### config.mk
export PLATFORM = sky130hd
export DESIGN_NAME = sysf_status_bank
export DESIGN_NICKNAME = d
export VERILOG_FILES = /design/src/hw/sysf_pkg.sv /design/src/hw/sysf_flags.sv /design/src/hw/sysf_status_bank.sv
export VERILOG_INCLUDE_DIRS = /design/src /design/src/hw
export SDC_FILE = /design/constraint.sdc
export NUM_CORES = 1
export LEC_CHECK = 0
export BUFFER_PORTS_ARGS = -buffer_cell sky130_fd_sc_hd__buf_2
export CORE_MARGIN = 2
export CORE_UTILIZATION = 50
export DETAILED_ROUTE_END_ITERATION = 10
export GPL_TIMING_DRIVEN = 0
export PLACE_DENSITY = 0.85
export SYNTH_ARGS = -nofsm -noshare
export SYNTH_HDL_FRONTEND = slang
export SYNTH_SLANG_ARGS = --single-unit
### constraint.sdc
create_clock -name mclk -period 3 [get_ports mclk]
set_input_delay 0.6 -clock mclk [delete_from_list [all_inputs] [get_ports mclk]]
set_output_delay 0.6 -clock mclk [all_outputs]
set_load 0.005 [all_outputs]
### src/hw/sysf_params.svh
/*
  Offsets, field positions, reset values and state codes of the system
  status and fault register bank.
  Assumes inclusion by bare name from the bank module and the bench modules.
*/
`ifndef SYSF_PARAMS_SVH
`define SYSF_PARAMS_SVH

// Register offsets on the register read port
`define SYSF_GS1_ADDR        8'h05
`define SYSF_CONV_ADDR       8'h0d
`define SYSF_FAULT_ADDR      8'h38
`define SYSF_REG_RESET       16'h0000

// General status one field positions
`define SYSF_RATIO_MSB       15
`define SYSF_RATIO_LSB       12
`define SYSF_CAUSE_MSB       7
`define SYSF_CAUSE_LSB       5
`define SYSF_TOP_MSB         4
`define SYSF_TOP_LSB         0

// Reset cause codes
`define SYSF_CAUSE_POWER_ON  3'h0
`define SYSF_CAUSE_PROJ_LOW  3'h1
`define SYSF_CAUSE_WDOG1     3'h2
`define SYSF_CAUSE_WDOG2     3'h3
`define SYSF_CAUSE_OVERTEMP  3'h4
`define SYSF_CAUSE_SW_CYCLE  3'h5

// Top state codes
`define SYSF_ST_SHUTDOWN     5'h00
`define SYSF_ST_INIT_A       5'h01
`define SYSF_ST_OFF          5'h02
`define SYSF_ST_INIT_B       5'h03
`define SYSF_ST_UP_1V1       5'h04
`define SYSF_ST_UP_1V8       5'h05
`define SYSF_ST_UP_3V3       5'h06
`define SYSF_ST_RELEASE_RST  5'h07
`define SYSF_ST_STANDBY      5'h08
`define SYSF_ST_OFFSET_ON    5'h09
`define SYSF_ST_BIAS_ON      5'h0a
`define SYSF_ST_RESET_ON     5'h0b
`define SYSF_ST_DISP_READY   5'h0c
`define SYSF_ST_DISP_ON      5'h0d
`define SYSF_ST_PARK_START   5'h0e
`define SYSF_ST_BIAS_OFF     5'h0f
`define SYSF_ST_OFFSET_OFF   5'h10
`define SYSF_ST_DISCHARGE    5'h11

// Converter block status bit positions
`define SYSF_CONV_STOP       7
`define SYSF_CONV_OVERLAP    6
`define SYSF_CONV_CMD        5
`define SYSF_CONV_PARITY     4
`define SYSF_CONV_CH2_UNDER  3
`define SYSF_CONV_CH2_SAT    2
`define SYSF_CONV_CH1_UNDER  1
`define SYSF_CONV_CH1_SAT    0
`define SYSF_CONV_WIDTH      8

// General fault bit positions
`define SYSF_F_BIAS          15
`define SYSF_F_RESET         14
`define SYSF_F_OFFSET        13
`define SYSF_F_MAIN          12
`define SYSF_F_SUPPLIES      10
`define SYSF_F_CONV_UV       9
`define SYSF_F_CONV_OV       8
`define SYSF_F_GEN_UV        7
`define SYSF_F_GEN_OV        6
`define SYSF_F_REG_OV        5
`define SYSF_F_3V3           2
`define SYSF_F_1V8           1
`define SYSF_F_1V1           0

`endif

### src/hw/sysf_pkg.sv
/*
  Types shared by the status and fault register bank.
  Assumes sysf_params.svh on the include path.
*/
`default_nettype none

package sysf_pkg;

    typedef struct packed {
        logic bias_uv;
        logic reset_uv;
        logic offset_uv;
        logic main_uv;
        logic analog_uv;
        logic s1v1_uv;
        logic s1v8_uv;
        logic s3v3_uv;
        logic s6v_uv;
        logic conv_reg_uv;
        logic conv_reg_ov;
        logic gen_reg_uv;
        logic gen_reg_ov;
        logic reg_ov;
    } sysf_rails_t;

    typedef struct packed {
        logic stop_err;
        logic overlap_err;
        logic cmd_err;
        logic parity_err;
        logic ch2_under;
        logic ch2_sat;
        logic ch1_under;
        logic ch1_sat;
    } sysf_conv_t;

    typedef struct packed {
        logic [7:0]  addr;
        logic        rd;
        logic        wr;
        logic [15:0] wdata;
    } sysf_req_t;

    typedef struct packed {
        logic [3:0]  ratio;
        logic [2:0]  cause;
        logic [4:0]  top;
        logic [4:0]  top_prev;
        logic [15:0] fault;
        logic [15:0] rdata;
        logic        rvalid;
        logic        pg_sum;
        logic        conv_sum;
    } sysf_state_t;

endpackage

`default_nettype wire

### src/hw/sysf_flags.sv
/*
  Bank of sticky flags: a set pulse raises a bit, a clear pulse drops all
  bits, and a set in the clearing cycle wins.
  Assumes set pulses synchronous to clk.
*/
`timescale 1ns/10ps
`default_nettype none

module sysf_flags #(
    parameter int W = 8
) (
    input  wire logic         clk,
    input  wire logic         reset_n,
    input  wire logic [W-1:0] set,
    input  wire logic         clr,
    output var  logic [W-1:0] flags_q
);

    logic [W-1:0] flags_d;

    always_comb
    begin
        flags_d = (clr ? '0 : flags_q) | set;
    end

    always_ff @(posedge clk or negedge reset_n)
    begin
        if (!reset_n)
            flags_q <= '0;
        else
            flags_q <= flags_d;
    end

endmodule

`default_nettype wire

### src/hw/sysf_status_bank.sv
/*
  Read-only system status and fault register bank: general status one,
  converter block status and general fault status, plus the two summary
  flags of the status set register.
  Assumes a serial port front end outside that turns transactions into
  one-cycle read or write strobes with an address, all on mclk.
*/
`timescale 1ns/10ps
`default_nettype none

`include "sysf_params.svh"

//////////////////////////////////////////////////////////////////////////////

module sysf_status_bank
    import sysf_pkg::*;
(
    input  wire logic        mclk,
    input  wire logic        reset_n,
    input  wire sysf_req_t   req,
    input  wire logic [3:0]  clk_ratio,
    input  wire logic [4:0]  top_state,
    input  wire logic [2:0]  reset_cause,
    input  wire sysf_conv_t  conv_evt,
    input  wire sysf_rails_t rails,
    output var  logic [15:0] rdata_q,
    output var  logic        rvalid_q,
    output var  logic        pg_fault_sum_q,
    output var  logic        conv_err_sum_q
);

    sysf_state_t s_q;
    sysf_state_t s_d;
    logic [7:0]  conv_set;
    logic [7:0]  conv_q;
    logic        conv_clr;
    logic        enter_off;
    logic [15:0] gs1;
    logic [15:0] conv_reg;
    logic [15:0] fault_now;

    //////////////////////////////////////////////////////////////////////////

    // Command error also latches on every specific command fault
    always_comb
    begin
        conv_set = conv_evt;
        conv_set[`SYSF_CONV_CMD] = conv_evt.cmd_err | conv_evt.stop_err
            | conv_evt.overlap_err | conv_evt.parity_err;
    end

    // Errors are sticky until the register is read, else a short glitch
    // on the converter link would never be seen by software
    assign conv_clr = req.rd && (req.addr == `SYSF_CONV_ADDR);

    sysf_flags #(
        .W (`SYSF_CONV_WIDTH)
    ) u_conv_flags (
        .clk     (mclk),
        .reset_n (reset_n),
        .set     (conv_set),
        .clr     (conv_clr),
        .flags_q (conv_q)
    );

    //////////////////////////////////////////////////////////////////////////

    always_comb
    begin
        fault_now = 16'h0000;
        fault_now[`SYSF_F_BIAS]     = rails.bias_uv;
        fault_now[`SYSF_F_RESET]    = rails.reset_uv;
        fault_now[`SYSF_F_OFFSET]   = rails.offset_uv;
        fault_now[`SYSF_F_MAIN]     = rails.main_uv | rails.analog_uv;
        fault_now[`SYSF_F_SUPPLIES] = rails.s1v1_uv | rails.s1v8_uv
            | rails.s3v3_uv | rails.s6v_uv;
        fault_now[`SYSF_F_CONV_UV]  = rails.conv_reg_uv;
        fault_now[`SYSF_F_CONV_OV]  = rails.conv_reg_ov;
        fault_now[`SYSF_F_GEN_UV]   = rails.gen_reg_uv;
        fault_now[`SYSF_F_GEN_OV]   = rails.gen_reg_ov;
        fault_now[`SYSF_F_REG_OV]   = rails.reg_ov;
        fault_now[`SYSF_F_3V3]      = rails.s3v3_uv;
        fault_now[`SYSF_F_1V8]      = rails.s1v8_uv;
        fault_now[`SYSF_F_1V1]      = rails.s1v1_uv;
    end

    assign enter_off = (top_state == `SYSF_ST_OFF)
        && (s_q.top_prev != `SYSF_ST_OFF);

    // Reserved bits 11 to 8 of status one and 15 to 8 of converter are 0
    assign gs1 = {s_q.ratio, 4'h0, s_q.cause, s_q.top};
    assign conv_reg = {8'h00, conv_q};

    //////////////////////////////////////////////////////////////////////////

    always_comb
    begin
        s_d = s_q;
        s_d.ratio    = clk_ratio;
        s_d.top      = top_state;
        s_d.top_prev = top_state;
        s_d.fault    = fault_now;
        // Codes above the software power cycle are unused and not kept
        if (enter_off && (reset_cause <= `SYSF_CAUSE_SW_CYCLE))
            s_d.cause = reset_cause;
        s_d.pg_sum   = |s_q.fault;
        s_d.conv_sum = |conv_q;
        // Writes are accepted on the port but never alter the bank
        s_d.rvalid   = req.rd;
        s_d.rdata    = 16'h0000;
        if (req.rd)
        begin
            case (req.addr)
                `SYSF_GS1_ADDR:   s_d.rdata = gs1;
                `SYSF_CONV_ADDR:  s_d.rdata = conv_reg;
                `SYSF_FAULT_ADDR: s_d.rdata = s_q.fault;
                default:          s_d.rdata = 16'h0000;
            endcase
        end
    end

    always_ff @(posedge mclk or negedge reset_n)
    begin
        if (!reset_n)
            s_q <= '0;
        else
            s_q <= s_d;
    end

    assign rdata_q        = s_q.rdata;
    assign rvalid_q       = s_q.rvalid;
    assign pg_fault_sum_q = s_q.pg_sum;
    assign conv_err_sum_q = s_q.conv_sum;
endmodule

`default_nettype wire

Word-level counts from Yosys, hierarchy flattened
Index checks and enable logic that the tools add are counted.
W data, S select, Z words.

word-level totals
  register bits = 52

operators by class
  order comparisons = 1
  eq/ne operators = 5
  multiplexer cells = 3
  bitwise operators = 8
  reductions and logical operators = 5

operator list
  operator              count
  $pmux W16 S3          1
  $mux W16              1
  $reduce_or A13 Y1     1
  $eq A8 B3 Y1 const B  1
  $eq A8 B4 Y1 const B  1
  $eq A8 B6 Y1 const B  1
  $mux W8               1
  $or A8 B8 Y8          1
  $reduce_or A8 Y1      1
  $or A1 B1 Y1          7
  $eq A5 B2 Y1 const B  1
  $ne A5 B2 Y1 const B  1
  $le A3 B3 Y1 const B  1
  $logic_and A1 B1 Y1   3

Longest topological paths before layout
Gate-level depths: netlist (run 1).

  word-level depth = 4
  mapped depth = 4

By module
Synthesis (run 1) repeated with hierarchy kept, for this count alone.

unflattened totals
  cells, all modules = 146
  area, all modules = 1943.1 µm²

modules (own cells, without submodules)
  module            instances  cells an instance  area each (µm²)
  sysf_status_bank  1          129                1679.1
  sysf_flags        1          17                 264.0

Worst setup path after synthesis (run 1)
No wires, ideal clock.

  path kind = input port to flip-flop
  start point = input port req[21] in the netlist's numbering
  end point = register s_q (netlist bit rdata_q[5])
  arrival time = 1417 ps
  required time = 2868 ps
  setup slack = 1451 ps
  stages = 4
  cell sequence = clkbuf_1 > mux2_2 > a32oi_1 > nor2_1

RTL lines
  element               RTL line                 text
  start, declared       sysf_status_bank.sv:20   input wire sysf_req_t req,
  end signal, assigned  sysf_status_bank.sv:125  s_q <= '0;
  end signal, assigned  sysf_status_bank.sv:127  s_q <= s_d;
  end, declared         sysf_status_bank.sv:32   sysf_state_t s_q;

==> results of run 1 <==
## per-layer routing
layer | vias up | GRT usage (%) | share of wire [%]
met4 | 0 | 9.95 | 4.1
met1 | 579 | 25.0 | 44
met2 | 65 | 24.4 | 45
met3 | 13 | 3.92 | 6.9
li1 | 629 | - | -
met5 | - | 0 | 0
## stage by stage
step                      instance area (µm²)  hold slack (ps)
final                                    2420              405
after global routing                     2420              387
after CTS                                2420              398
after detailed placement                 2310              484
after global placement                   2310              460
after floorplan                          1940              304
## kinds of logic after synthesis
logic type | count (synthesis) | share of synthesized area, %
DFF | 51 | 65.7
and+or+nand+nor | 39 | 13.0
buffers and inverters | 21 | 7.15
AOI/OAI and AO/OA | 20 | 7.73
muxes | 11 | 6.25
other | 1 | 0.193
## power by group
| part | total [W] | switching [W] | internal, W | leakage (nW) |
|---|---|---|---|---|
| clock | 0.000456 | 0.000208 | 0.000248 | 0.0581 |
| sequential | 0.000727 | 0.0000143 | 0.000712 | 0.599 |
| combinational | 0.0000855 | 0.0000415 | 0.0000441 | 0.491 |
| total | 0.00127 | 0.000264 | 0.00100 | 1.15 |
## sequential cells by signal, summed over array words and instances, names as in the netlist
register and flops:
gs1 7, conv_err_sum_q 1, s_q 18, rdata_q 15
rvalid_q 1, u_conv_flags.flags_q 8, pg_fault_sum_q 1
## cell usage after synthesis
| master | count | area [µm²] |
|---|---|---|
| clkbuf_1 | 4 | 15.0 |
| or4b_1 | 1 | 10.0 |
| nor4b_2 | 1 | 15.0 |
| mux2i_1 | 2 | 20.0 |
| nand3b_1 | 4 | 30.0 |
| a21oi_1 | 5 | 25.0 |
| nand4_1 | 1 | 6.26 |
| buf_4 | 16 | 120 |
| and2_1 | 1 | 6.26 |
| or4b_4 | 1 | 13.8 |
| a21o_1 | 8 | 60.1 |
| o211ai_2 | 1 | 12.5 |
| mux2_2 | 6 | 67.6 |
| nand3_1 | 5 | 25.0 |
| and3_1 | 3 | 18.8 |
| or4_1 | 2 | 15.0 |
| and4bb_2 | 2 | 25.0 |
| mux2_1 | 3 | 33.8 |
| buf_1 | 1 | 3.75 |
| nor3_1 | 1 | 5.00 |
| conb_1 | 1 | 3.75 |
| nand2_1 | 2 | 7.51 |
| nor2_1 | 9 | 33.8 |
| a32oi_1 | 6 | 52.6 |
| or2_2 | 1 | 6.26 |
| nor4b_1 | 1 | 8.76 |
| dfrtp_1 | 51 | 1280 |
| nor4_1 | 4 | 25.0 |
## worst paths after layout
path	slack [ps]	end	cells after the start
max	1390	rdata_q[6]$_DFF_PN0_	5
min	410	s_q[24]$_DFF_PN0_	1
max reg2reg	1400	gs1[6]$_DFFE_PN0P_	3
min reg2reg	500	pg_fault_sum_q$_DFF_PN0_	2
max in group asynchronous	1870	u_conv_flags.flags_q[7]$_DFF_PN0_	1
min in group asynchronous	490	s_q[33]$_DFF_PN0_	1
## cell type report
class | count | share of cell area [%]
Clock inverter | 3 | 1.81
Tap cell | 48 | 2.48
Multi-Input combinational cell | 71 | 21.7
Clock buffer | 5 | 2.84
Timing Repair Buffer | 62 | 12.8
Buffer | 21 | 5.73
Sequential cell | 51 | 52.6
## worst register-to-register path, cell delays in order (launching register included)
cell      delay, ps
dfrtp_1         390
or4b_4          540
o211ai_2        220
mux2_1          340
==> impl_results.md, run 1 <==
- Diodes inserted: 0
- Number of distinct library cells after synthesis: 28
- Run status: finished, final reports clean
- DRC violations left: 0
- Number of placed I/O pins: 81
- Number of buffers added to fix hold violations after cts: 0
- Area of the die: 4400 µm²
- Total negative slack for setup checks: 0 ps
- Worst Setup SP: req[21]
- Post-Layout Cell Count: 261
- Total chip power: 0.00127 W
- Die extent in y: 66.3 µm
- Detailed Route Iter0 Violations: 38
- Commonest non-fill, non-tap cells in the layout: buf_2, dfrtp_1, buf_4
- Setup repair after global routing missed its margin: no
- Flip-flop and latch area: between 1000 and 1500 µm²
- Post-synthesis cell count: 143
- Sum of overflow across all layers after global routing: 0
- Critical path required time: 3160 ps
- TritonCTS clock tree: yes
- Commonest non-fill, non-tap cell in the layout: buf_2
- Delay contributed by the slowest stage of the critical path: 390 ps
- Nets in the synthesized netlist: just over 200
- Final Util: 65.7%
- Yosys warns: 0
- Layout-stage area growth over the synthesis result: 24.9%
- Number of buffer and inverter stages on the critical path: 2
- Gates resized, CTS repair: 0
- Netlist area before placement: 1940 µm²
- Final max-slew violation count: 0
- Worst endpoint data arrival time: 1780 ps
- Pin count of the biggest net entering global routing: 52
- H-tree lvl count: 2
- Flip-flop and latch count after synthesis: 51
- Worst-path cell with the longest stage delay: mux2_2
- Postcts setup bufs: 0
- Number of port buffers: 62
- Pwr per Cell Area: 523 nW/µm²
- Total number of vias: around 1300
- Period Utilization, post-route: between 50% and 60%
- Total global-route track usage: between 15 and 20%
- Fraction of final layout cells with drive strength greater than 1: 46.0%
- Number of antenna violations at the first check in global routing: 0
- WL per Instance: approximately 13 µm
- CTS Buffer Depth: 2
- Clock-pin slew on the worst setup and hold paths: 80 ps
- Number of fillers in the final layout: 312
- Min Clock Period, post-route: 1610 ps
- Critical path launch point type: primary input
- Critical-path maximum fanout: 10
- Number of buffers inserted during clock tree synthesis: 5
- Number of antenna-violating nets in the routed design: 0
- Clock skew: around 3.7 ps
- Total number of placement rows: 22
- DR pass1 iterations: 4
- Critical Path, Cell by Cell: buf_2 > clkbuf_1 > mux2_2 > a32oi_1 > nor2_1
- Worst reg2reg path startpoint: s_q[38]$_DFF_PN0_
- First-pass GRT wire length: 5.63 mm
- Area of the core: between 3000 and 4000 µm²
- Setup violations, final: 0
- CTS root buffer: clkbuf_8
- Cell leakage power: around 1.1 nW
- Clk sinks: 51
- Slew headroom: 30.2%
- Final nets: 274
- Smallest setup slack after layout: roughly 1400 ps
- Final hold violations: 0
- Clk Latency, worst-skew pair: 290 ps
- Area of the multi-input gates: ~530 µm²
- Number of global-route vias before repair: between 1000 and 1500
- Initial cell density of the core: 52.6%
- Startpoint of the most critical hold path: rails[0]
- Avg Inst Size Synth: 13.6 µm²
- Total detailed-routing wirelength: 3.44 mm
- DP Cell Count: 253
- Die boundary width: 66.3 µm
- Count of maximum capacitance violations: 0
- Worst min path class: primary input to flip-flop
- Slew @ Worst Pin: between 1000 and 1500 ps
- Last weighted congestion value of the routability-driven placer: 0.928
- Achievable clock frequency: 620 MHz
- Start-to-end type of the worst setup path: primary input to flip-flop
- Kind of cell adding the most delay to the critical path: buffers and inverters
- DP HPWL: 2.70 mm
- Peak supply drop: 375 µV
- CP Capture Type: flip-flop
- DP Worst Slack: 1090 ps
- Sequential share of the synthesized area: 65.7%
- Post-detailed-route via-to-cell ratio: 4.93
Power figures use the tool's default switching activity.
==> run 2, diff against run 1 <==
Settings changed: ABC_AREA set to 1, CORE_UTILIZATION 50 to 44, PLACE_DENSITY 0.85 to 0.78.
Clock period 3 ns to 1.33 ns, I/O delays scaled along.
==> run 2 against run 1 <==
Effect of this change:
- global-route usage down 2.2 points
- largest power group unchanged
- critical path depth down 3
- area after synthesis up 11%
- count of clock-buffer cells in the layout up 1
- via count up 18%
==> impl_results.md, run 2 <==
- Synth cell count leaders: dfrtp_1, nand3_1, nand2_1, inv_1, buf_4
- Critical path launch point type: flip-flop
- Clock skew: 5.54 ps (+1.80 ps)
- Gates resized, CTS repair: 0 (unchanged)
- Last weighted congestion value of the routability-driven placer: 0.896 (-3.4%)
- Flip-flop count of the largest register after layout: 18 (unchanged)
- TritonCTS clock tree: yes
- DR pass1 iterations: 4 (unchanged)
- Library cell with the largest summed area after synthesis: dfrtp_1
- Total number of vias: 1517 (+18%)
- Critical-path maximum fanout: 1 (-9)
- Sequential share of the synthesized area: 59.5% (-6.2 points)
- Most numerous cell in the Yosys netlist: dfrtp_1
- Slew @ Worst Pin: 1040 ps (-11.0 ps)
- Commonest non-fill, non-tap cell in the layout: buf_2
- Sum of overflow across all layers after global routing: 0 (unchanged)
- Peak supply drop: 695 µV (+85%)
- Start-to-end type of the worst setup path: flip-flop to primary output
- Post-detailed-route via-to-cell ratio: 4.38 (-11%)
- Setup repair after global routing missed its margin: no
- Achievable clock frequency: 849 MHz
- Detailed Route Iter0 Violations: 53 (+39%)
- Total number of placement rows: 25 (+14%)
- Initial cell density of the core: 45.4% (-7.2 points)
- Total detailed-routing wirelength: 3.77 mm (+9.6%)
- Clock-pin slew on the worst setup and hold paths: 90 ps (about the same)
- Post-place instance area: 2540 µm² (+9.8%)
- Number of placed I/O pins: 81 (unchanged)
- Worst Setup SP: rdata_q[10]$_DFF_PN0_
- Cell leakage power: 1.47 nW (+28%)
- H-tree lvl count: 2 (unchanged)
- Worst min path class: primary input to flip-flop
- Top flip-flop cell by instance count after synthesis: dfrtp_1
- CP Capture Type: primary output
- Top register by number of flip-flops: s_q
- Number of port buffers: 62 (unchanged)
- Setup violations, final: 0 (unchanged)
- CTS root buffer: clkbuf_8
- Met2 routing resource usage after global routing: 25.0% (+0.63 points)
- Relative contribution of sequential cells to total power: 59.5% (+2.2 points)
- Clk sinks: 51 (unchanged)
- Die extent in y: 73.8 µm (+11%)
- Min Clock Period, post-route: between 1000 and 1500 ps
- Met3 Usage GRT: 4.25% (+0.33 points)
- Critical R2R Capture: gs1[6]$_DFFE_PN0P_
- WL per Instance: 10.9 µm (-17%)
- Post-route cell area: 2640 µm² (+8.8%)
- Final nets: 340 (+24%)
- Period Utilization, post-route: 88.6%
- Fraction of final layout cells with drive strength greater than 1: 38.7% (-7.3 points)
- Netlist area before placement: 2150 µm² (+11%)
- Nets in the synthesized netlist: 271 (+32%)
- Final max-slew violation count: 0 (unchanged)
- Diodes inserted: 0 (unchanged)
- Count of cells along the worst register-to-register path: 4 (+1)
- Pin count of the biggest net entering global routing: 52 (unchanged)
- Flip-flop and latch count after synthesis: 51 (unchanged)
- Internal Power: 0.00212 W (+110%)
- Area of the core: 4720 µm² (+28%)
- Run status: finished, final reports clean
- Critical path required time: 1060 ps (-2100 ps)
- Final hold violations: 0 (unchanged)
- DRC violations left: 0 (unchanged)
- Switching share of power: 23.0% (+2.2 points)
- Total global-route track usage: 15.2% (-2.2 points)
- Proportion of power drawn by the clock network: 33.1% (-2.9 points)
- Top cells by area, synth: dfrtp_1, nand3_1, buf_4
- Post-synth EDFFs: 0 (unchanged)
- Share of the synthesized area in the top cell type: 59.5% (-6.2 points)
- Pwr per Cell Area: 1040 nW/µm² (+99%)
- Avg Inst Size Synth: 10.3 µm² (-24%)
- Worst endpoint data arrival time: 910 ps (-870 ps)
- Endpoint of the most critical setup path: rdata_q[10]
- Postcts setup bufs: 0 (unchanged)
- Layout-stage area growth over the synthesis result: 23.0%
- Setup slack, reg-to-reg: 340 ps (-1060 ps)
- Clk Latency, worst-skew pair: 300 ps (about the same)
- Share of flip-flops with an asynchronous set or reset after synthesis: 100% (unchanged)
- Number of antenna-violating nets in the routed design: 0 (unchanged)
- Post-synthesis cell count: 209 (+46%)
- Global-route layer with the greatest usage: met2
- Total negative slack for setup checks: 0 ps (unchanged)
- Worst reg2reg path startpoint: s_q[39]$_DFF_PN0_
- Count of maximum capacitance violations: 0 (unchanged)
- Net switching power of the design: 0.000632 W (+140%)
- Area of the die: 5450 µm² (+24%)
- First-pass GRT wire length: 6.18 mm (+9.8%)
- DP HPWL: 2.98 mm (+10%)
- Commonest non-fill, non-tap cells in the layout: buf_2, dfrtp_1, nand3_1
- Met1 global-route usage: 18.1% (-6.8 points)
- Number of distinct library cells after synthesis: 27 (-3.6%)
- Die boundary width: 73.8 µm (+11%)
- Yosys warns: 0 (unchanged)
- Total chip power: 0.00275 W (+120%)
- Number of global-route vias before repair: 1476 (+19%)
- Number of buffers inserted during clock tree synthesis: 5 (unchanged)
- Number of antenna violations at the first check in global routing: 0 (unchanged)
- Number of buffers added to fix hold violations after cts: 0 (unchanged)
- CTS Buffer Depth: 2 (unchanged)
- Part of the total power dissipated in combinational logic: 7.4% (+0.7 points)
- Slew headroom: 30.9% (+0.73 points)
run 2: cell types whose count changed in the layout (fill, tap and decap cells not counted), moves of 4 or more:
cell,previous run,this run
o21bai_1,0,6
nand3_1,5,35
nand2_2,0,4
a21o_1,8,0
a32oi_1,6,0
mux2_2,6,0
nand2_1,2,26
inv_1,0,24
clkbuf_1,4,0
run 2: worst min path at each step:
stage                                           to  cells past startpoint    startpoint
after global placement           gs1[14]$_DFF_PN0_                      1  clk_ratio[2]
after floorplan           conv_err_sum_q$_DFF_PN0_                      0       reset_n
final                            gs1[12]$_DFF_PN0_                      1  clk_ratio[0]
after detailed placement         gs1[12]$_DFF_PN0_                      1  clk_ratio[0]
after global routing             gs1[14]$_DFF_PN0_                      1  clk_ratio[2]
after CTS                        s_q[27]$_DFF_PN0_                      1      rails[3]
run 2: cell families after synthesis:
| family | synth area share (%) |
|---|---|
| and+or+nand+nor | 24.1 |
| DFF | 59.5 |
| buffers and inverters | 12.2 |
| other | 0.175 |
| AOI/OAI and AO/OA | 3.96 |
run 2: through the flow:
| stage | cells | setup slack (ps) | hold WS, ps | utilization [%] |
|---|---|---|---|---|
| after detailed placement | 338 | 96.8 | 375 | 53.8 |
| after global placement | 338 | 112 | 374 | 53.8 |
| after CTS | 346 | 136 | 58.2 | 55.9 |
| after global routing | 346 | 103 | 44.9 | 55.9 |
| after floorplan | 209 | 320 | -29.6 | - |
| final | 346 | 152 | 64.4 | 55.9 |
run 2: cell type report:
| class | instances | area [µm²] |
|---|---|---|
| fillers | 416 | 2080 |
| flip-flops and latches | 51 | 1280 |
| multi-input cells | 110 | 607 |
| repair buffers | 62 | 310 |
| plain buffers | 20 | 158 |
| inverters | 28 | 105 |
| well taps | 67 | 83.8 |
| clock buffers | 6 | 82.6 |
| clock inverters | 2 | 16.3 |
run 2: critical path, stage by stage, from the launching register on:
cell     delay (ps)
dfrtp_1         370
buf_4           130
buf_2           120
run 2: power by group through the flow:
stage	clock network (W)	registers, W	logic, W
floorplan	0	0.00166	0.0000915
global placement	0	0.00167	0.000203
detailed placement	0	0.00167	0.000208
CTS	0.000934	0.00163	0.000209
global route	0.00101	0.00164	0.000232
finish	0.000910	0.00163	0.000204
run 2: per-layer routing:
metal  share of wire (%)  vias to the layer above
met5                   0                        -
met4                 2.5                        0
met3                 6.5                        9
met2                  48                       51
met1                  43                      673
li1                    -                      784
==> run 3, diff against run 2 <==
--- a/config.mk
+++ b/config.mk
@@ -7,11 +7,11 @@
 export NUM_CORES = 1
 export LEC_CHECK = 0
-export ABC_AREA = 1
 export BUFFER_PORTS_ARGS = -buffer_cell sky130_fd_sc_hd__buf_2
 export CORE_MARGIN = 2
-export CORE_UTILIZATION = 44
+export CORE_UTILIZATION = 42
 export DETAILED_ROUTE_END_ITERATION = 10
 export GPL_TIMING_DRIVEN = 0
-export PLACE_DENSITY = 0.78
+export PLACE_DENSITY = 0.76
+export REMOVE_ABC_BUFFERS = 1
 export SYNTH_ARGS = -nofsm -noshare
 export SYNTH_HDL_FRONTEND = slang
==> constraint.sdc (replaced) <==
create_clock -name mclk -period 1.33 [get_ports mclk]
set_input_delay 0.266 -clock mclk [delete_from_list [all_inputs] [get_ports mclk]]
set_output_delay 0.266 -clock mclk [all_outputs]
set_load 0.05 [all_outputs]
==> run 3 against run 2 <==
Effect of this change:
- the run now ends with setup timing left
- clock power is 20% higher
- global-route usage about the same
- maximum frequency is 27% lower
- non-clock buffer count is 19 lower
- total power is 6.8% higher
- via count fell by 18%
- routed wire length fell by 3.8%
- register-to-register slack worse by 620 ps
- critical endpoint is now gs1[6]$_DFFE_PN0P_
==> impl_results.md, run 3 (synthesis gave the netlist of run 1 again) <==
- Run status: finished, violations left
- Failing checks: setup timing
- Critical R2R Capture: gs1[6]$_DFFE_PN0P_
- Smallest setup slack after layout: -281 ps (-432 ps)
- DP HPWL: 2.69 mm (-9.7%)
- Setup slack, reg-to-reg: -280 ps (-620 ps)
- Die boundary width: 72.0 µm (-2.5%)
- Total global-route track usage: 15.1% (-0.025 points)
- Cell leakage power: 1.07 nW (-28%)
- Critical path launch point type: flip-flop
- Worst endpoint data arrival time: 1790 ps (+880 ps)
- Critical path required time: 1510 ps (+450 ps)
- Post-Layout Cell Count: 245 (-29%)
- Clock-pin slew on the worst setup and hold paths: 90 ps (about the same)
- Worst Setup SP: s_q[38]$_DFF_PN0_
- Final hold slack: 64.2 ps (-0.200 ps)
- Top register by number of flip-flops: s_q
- Area of the core: 4410 µm² (-6.5%)
- CTS root buffer: clkbuf_8
- Number of fillers in the final layout: 373 (-10%)
- Count of cells along the worst register-to-register path: 3 (-1)
- Number of global-route vias before repair: 1241 (-16%)
- Clock skew: 6.02 ps (+0.481 ps)
- Area of the multi-input gates: 536 µm² (-12%)
- Commonest non-fill, non-tap cells in the layout: buf_2, dfrtp_1, nor2_1
- Number of port buffers: 62 (unchanged)
- Clk sinks: 51 (unchanged)
- Slew headroom: 29.0% (-1.9 points)
- Worst reg2reg path startpoint: s_q[38]$_DFF_PN0_
- Flip-flop count of the largest register after layout: 18 (unchanged)
- Min Clock Period, post-route: 1610 ps (+432 ps)
- Critical-path maximum fanout: 3 (+2)
- Delay contributed by the slowest stage of the critical path: 550 ps (+180 ps)
- Detailed Route Iter0 Violations: 99 (+87%)
- Commonest non-fill, non-tap cell in the layout: buf_2
- DRC violations left: 0 (unchanged)
- Total number of placement rows: 24 (-4.0%)
- Total number of vias: 1248 (-18%)
- Endpoint of the most critical setup path: gs1[6]$_DFFE_PN0P_
- Number of placed I/O pins: 81 (unchanged)
- Final max-slew violation count: 0 (unchanged)
- Period Utilization, post-route: 121% (+33 points)
- Number of buffers inserted during clock tree synthesis: 5 (unchanged)
- Total negative slack for setup checks: -825 ps (-825 ps)
- Post-place instance area: 2180 µm² (-14%)
- Setup violations, final: 3 (+3)
- DP Cell Count: 236 (-30%)
- Number of stages on the worst hold path: 1 (unchanged)
- Total detailed-routing wirelength: 3.63 mm (-3.8%)
- Kind of cell adding the most delay to the critical path: simple AND/OR/NAND/NOR gates
- Pin count of the biggest net entering global routing: 52 (unchanged)
- First-pass GRT wire length: 5.90 mm (-4.6%)
- Sum of overflow across all layers after global routing: 0 (unchanged)
- H-tree lvl count: 2 (unchanged)
- Clk Latency, worst-skew pair: 300 ps (about the same)
- Last weighted congestion value of the routability-driven placer: 0.784 (-13%)
- Number of buffer and inverter stages on the critical path: 0 (-2)
- Final nets: 254 (-25%)
- Final hold violations: 0 (unchanged)
- Final Util: 52.4% (-3.5 points)
- Worst min path class: primary input to flip-flop
- Die extent in y: 72.0 µm (-2.5%)
- DR pass1 iterations: 4 (unchanged)
- CP Capture Type: flip-flop
- Number of buffers added to fix hold violations after cts: 0 (unchanged)
- Start-to-end type of the worst setup path: flip-flop to flip-flop
- Area of the die: 5180 µm² (-4.9%)
- Post-route cell area: 2310 µm² (-12%)
- Post-detailed-route via-to-cell ratio: 5.09 (+16%)
- Worst-path cell with the longest stage delay: or4b_4
- Peak supply drop: 522 µV (-25%)
- Count of maximum capacitance violations: 0 (unchanged)
- Setup repair after global routing missed its margin: yes
- Slew @ Worst Pin: 1060 ps (+27.9 ps)
- Number of antenna violations at the first check in global routing: 0 (unchanged)
- TritonCTS clock tree: yes
- Fraction of final layout cells with drive strength greater than 1: 43.0% (+4.3 points)
- Pwr per Cell Area: 1270 nW/µm² (+22%)
- Achievable clock frequency: 621 MHz (-27%)
- WL per Instance: 14.8 µm (+36%)
- CTS Buffer Depth: 2 (unchanged)
- Critical Path Stages: 3 (+1)
- Layout-stage area growth over the synthesis result: 19.1%
- Diodes inserted: 0 (unchanged)
- Number of antenna-violating nets in the routed design: 0 (unchanged)
- Flip-flop and latch area: 1280 µm² (unchanged)
- Critical Path, Cell by Cell: or4b_4 > o211ai_4 > mux2_1
- Initial cell density of the core: 44.0% (-1.4 points)
-- run 3: cell types whose count changed in the layout (fill, tap and decap cells not counted), sizes merged, moves of 5 or more --
cell and change:
a21o +8, a32oi +6, buf -19, inv -27, mux2 +9, nand2 -31
nand3 -30, nor2 -5, o21bai -6
-- run 3: report_power, final --
group / internal [W] / switching (W)
Clock: 0.000609 / 0.000480
Combinational: 0.0000966 / 0.000111
Sequential: 0.00161 / 0.0000324
Total: 0.00231 / 0.000623
-- run 3: cell type report --
| type | instances | share of cell area, % |
|---|---|---|
| well taps | 52 | 2.81 |
| repair buffers | 63 | 13.7 |
| clock inverters | 2 | 1.52 |
| flip-flops and latches | 51 | 55.2 |
| multi-input cells | 71 | 23.2 |
| clock buffers | 6 | 3.57 |
-- run 3: per-layer routing --
| metal | wire [µm] | global-route usage (%) |
|---|---|---|
| met1 | 1570 | 19.8 |
| met2 | 1760 | 24.0 |
| met3 | 221 | 3.33 |
| met4 | 74 | 7.76 |
| met5 | 0 | 0 |
-- run 3: what timing repair did --
item | CTS | global route
resized for setup | 1 | 0
endpoints found under the setup margin | 3 | 3
buffers inserted | 1 | 0
-- run 3: worst reg2reg max path: stages, from the launching register on --
cell      delay [ps]
dfrtp_1          400
or4b_4           550
o211ai_4         210
mux2_1           350
-- run 3: how the worst min path moves through the flow --
| stage | startpoint | to | slack [ps] |
|---|---|---|---|
| 2_1_floorplan | reset_n | conv_err_sum_q$_DFF_PN0_ | -30 |
| 3_3_place_gp | clk_ratio[0] | gs1[12]$_DFF_PN0_ | 370 |
| 3_5_place_dp | clk_ratio[2] | gs1[14]$_DFF_PN0_ | 380 |
| 4_1_cts | rails[11] | s_q[32]$_DFF_PN0_ | 60 |
| 5_1_grt | clk_ratio[2] | gs1[14]$_DFF_PN0_ | 50 |
| 6_report | clk_ratio[2] | gs1[14]$_DFF_PN0_ | 60 |
-- run 3: metrics by stage --
stage	setup slack, ps	power, W
finish	-281	0.00293
global route	-325	0.00306
CTS	-293	0.00296
detailed placement	-307	0.00188
global placement	-268	0.00187
floorplan	-200	0.00174
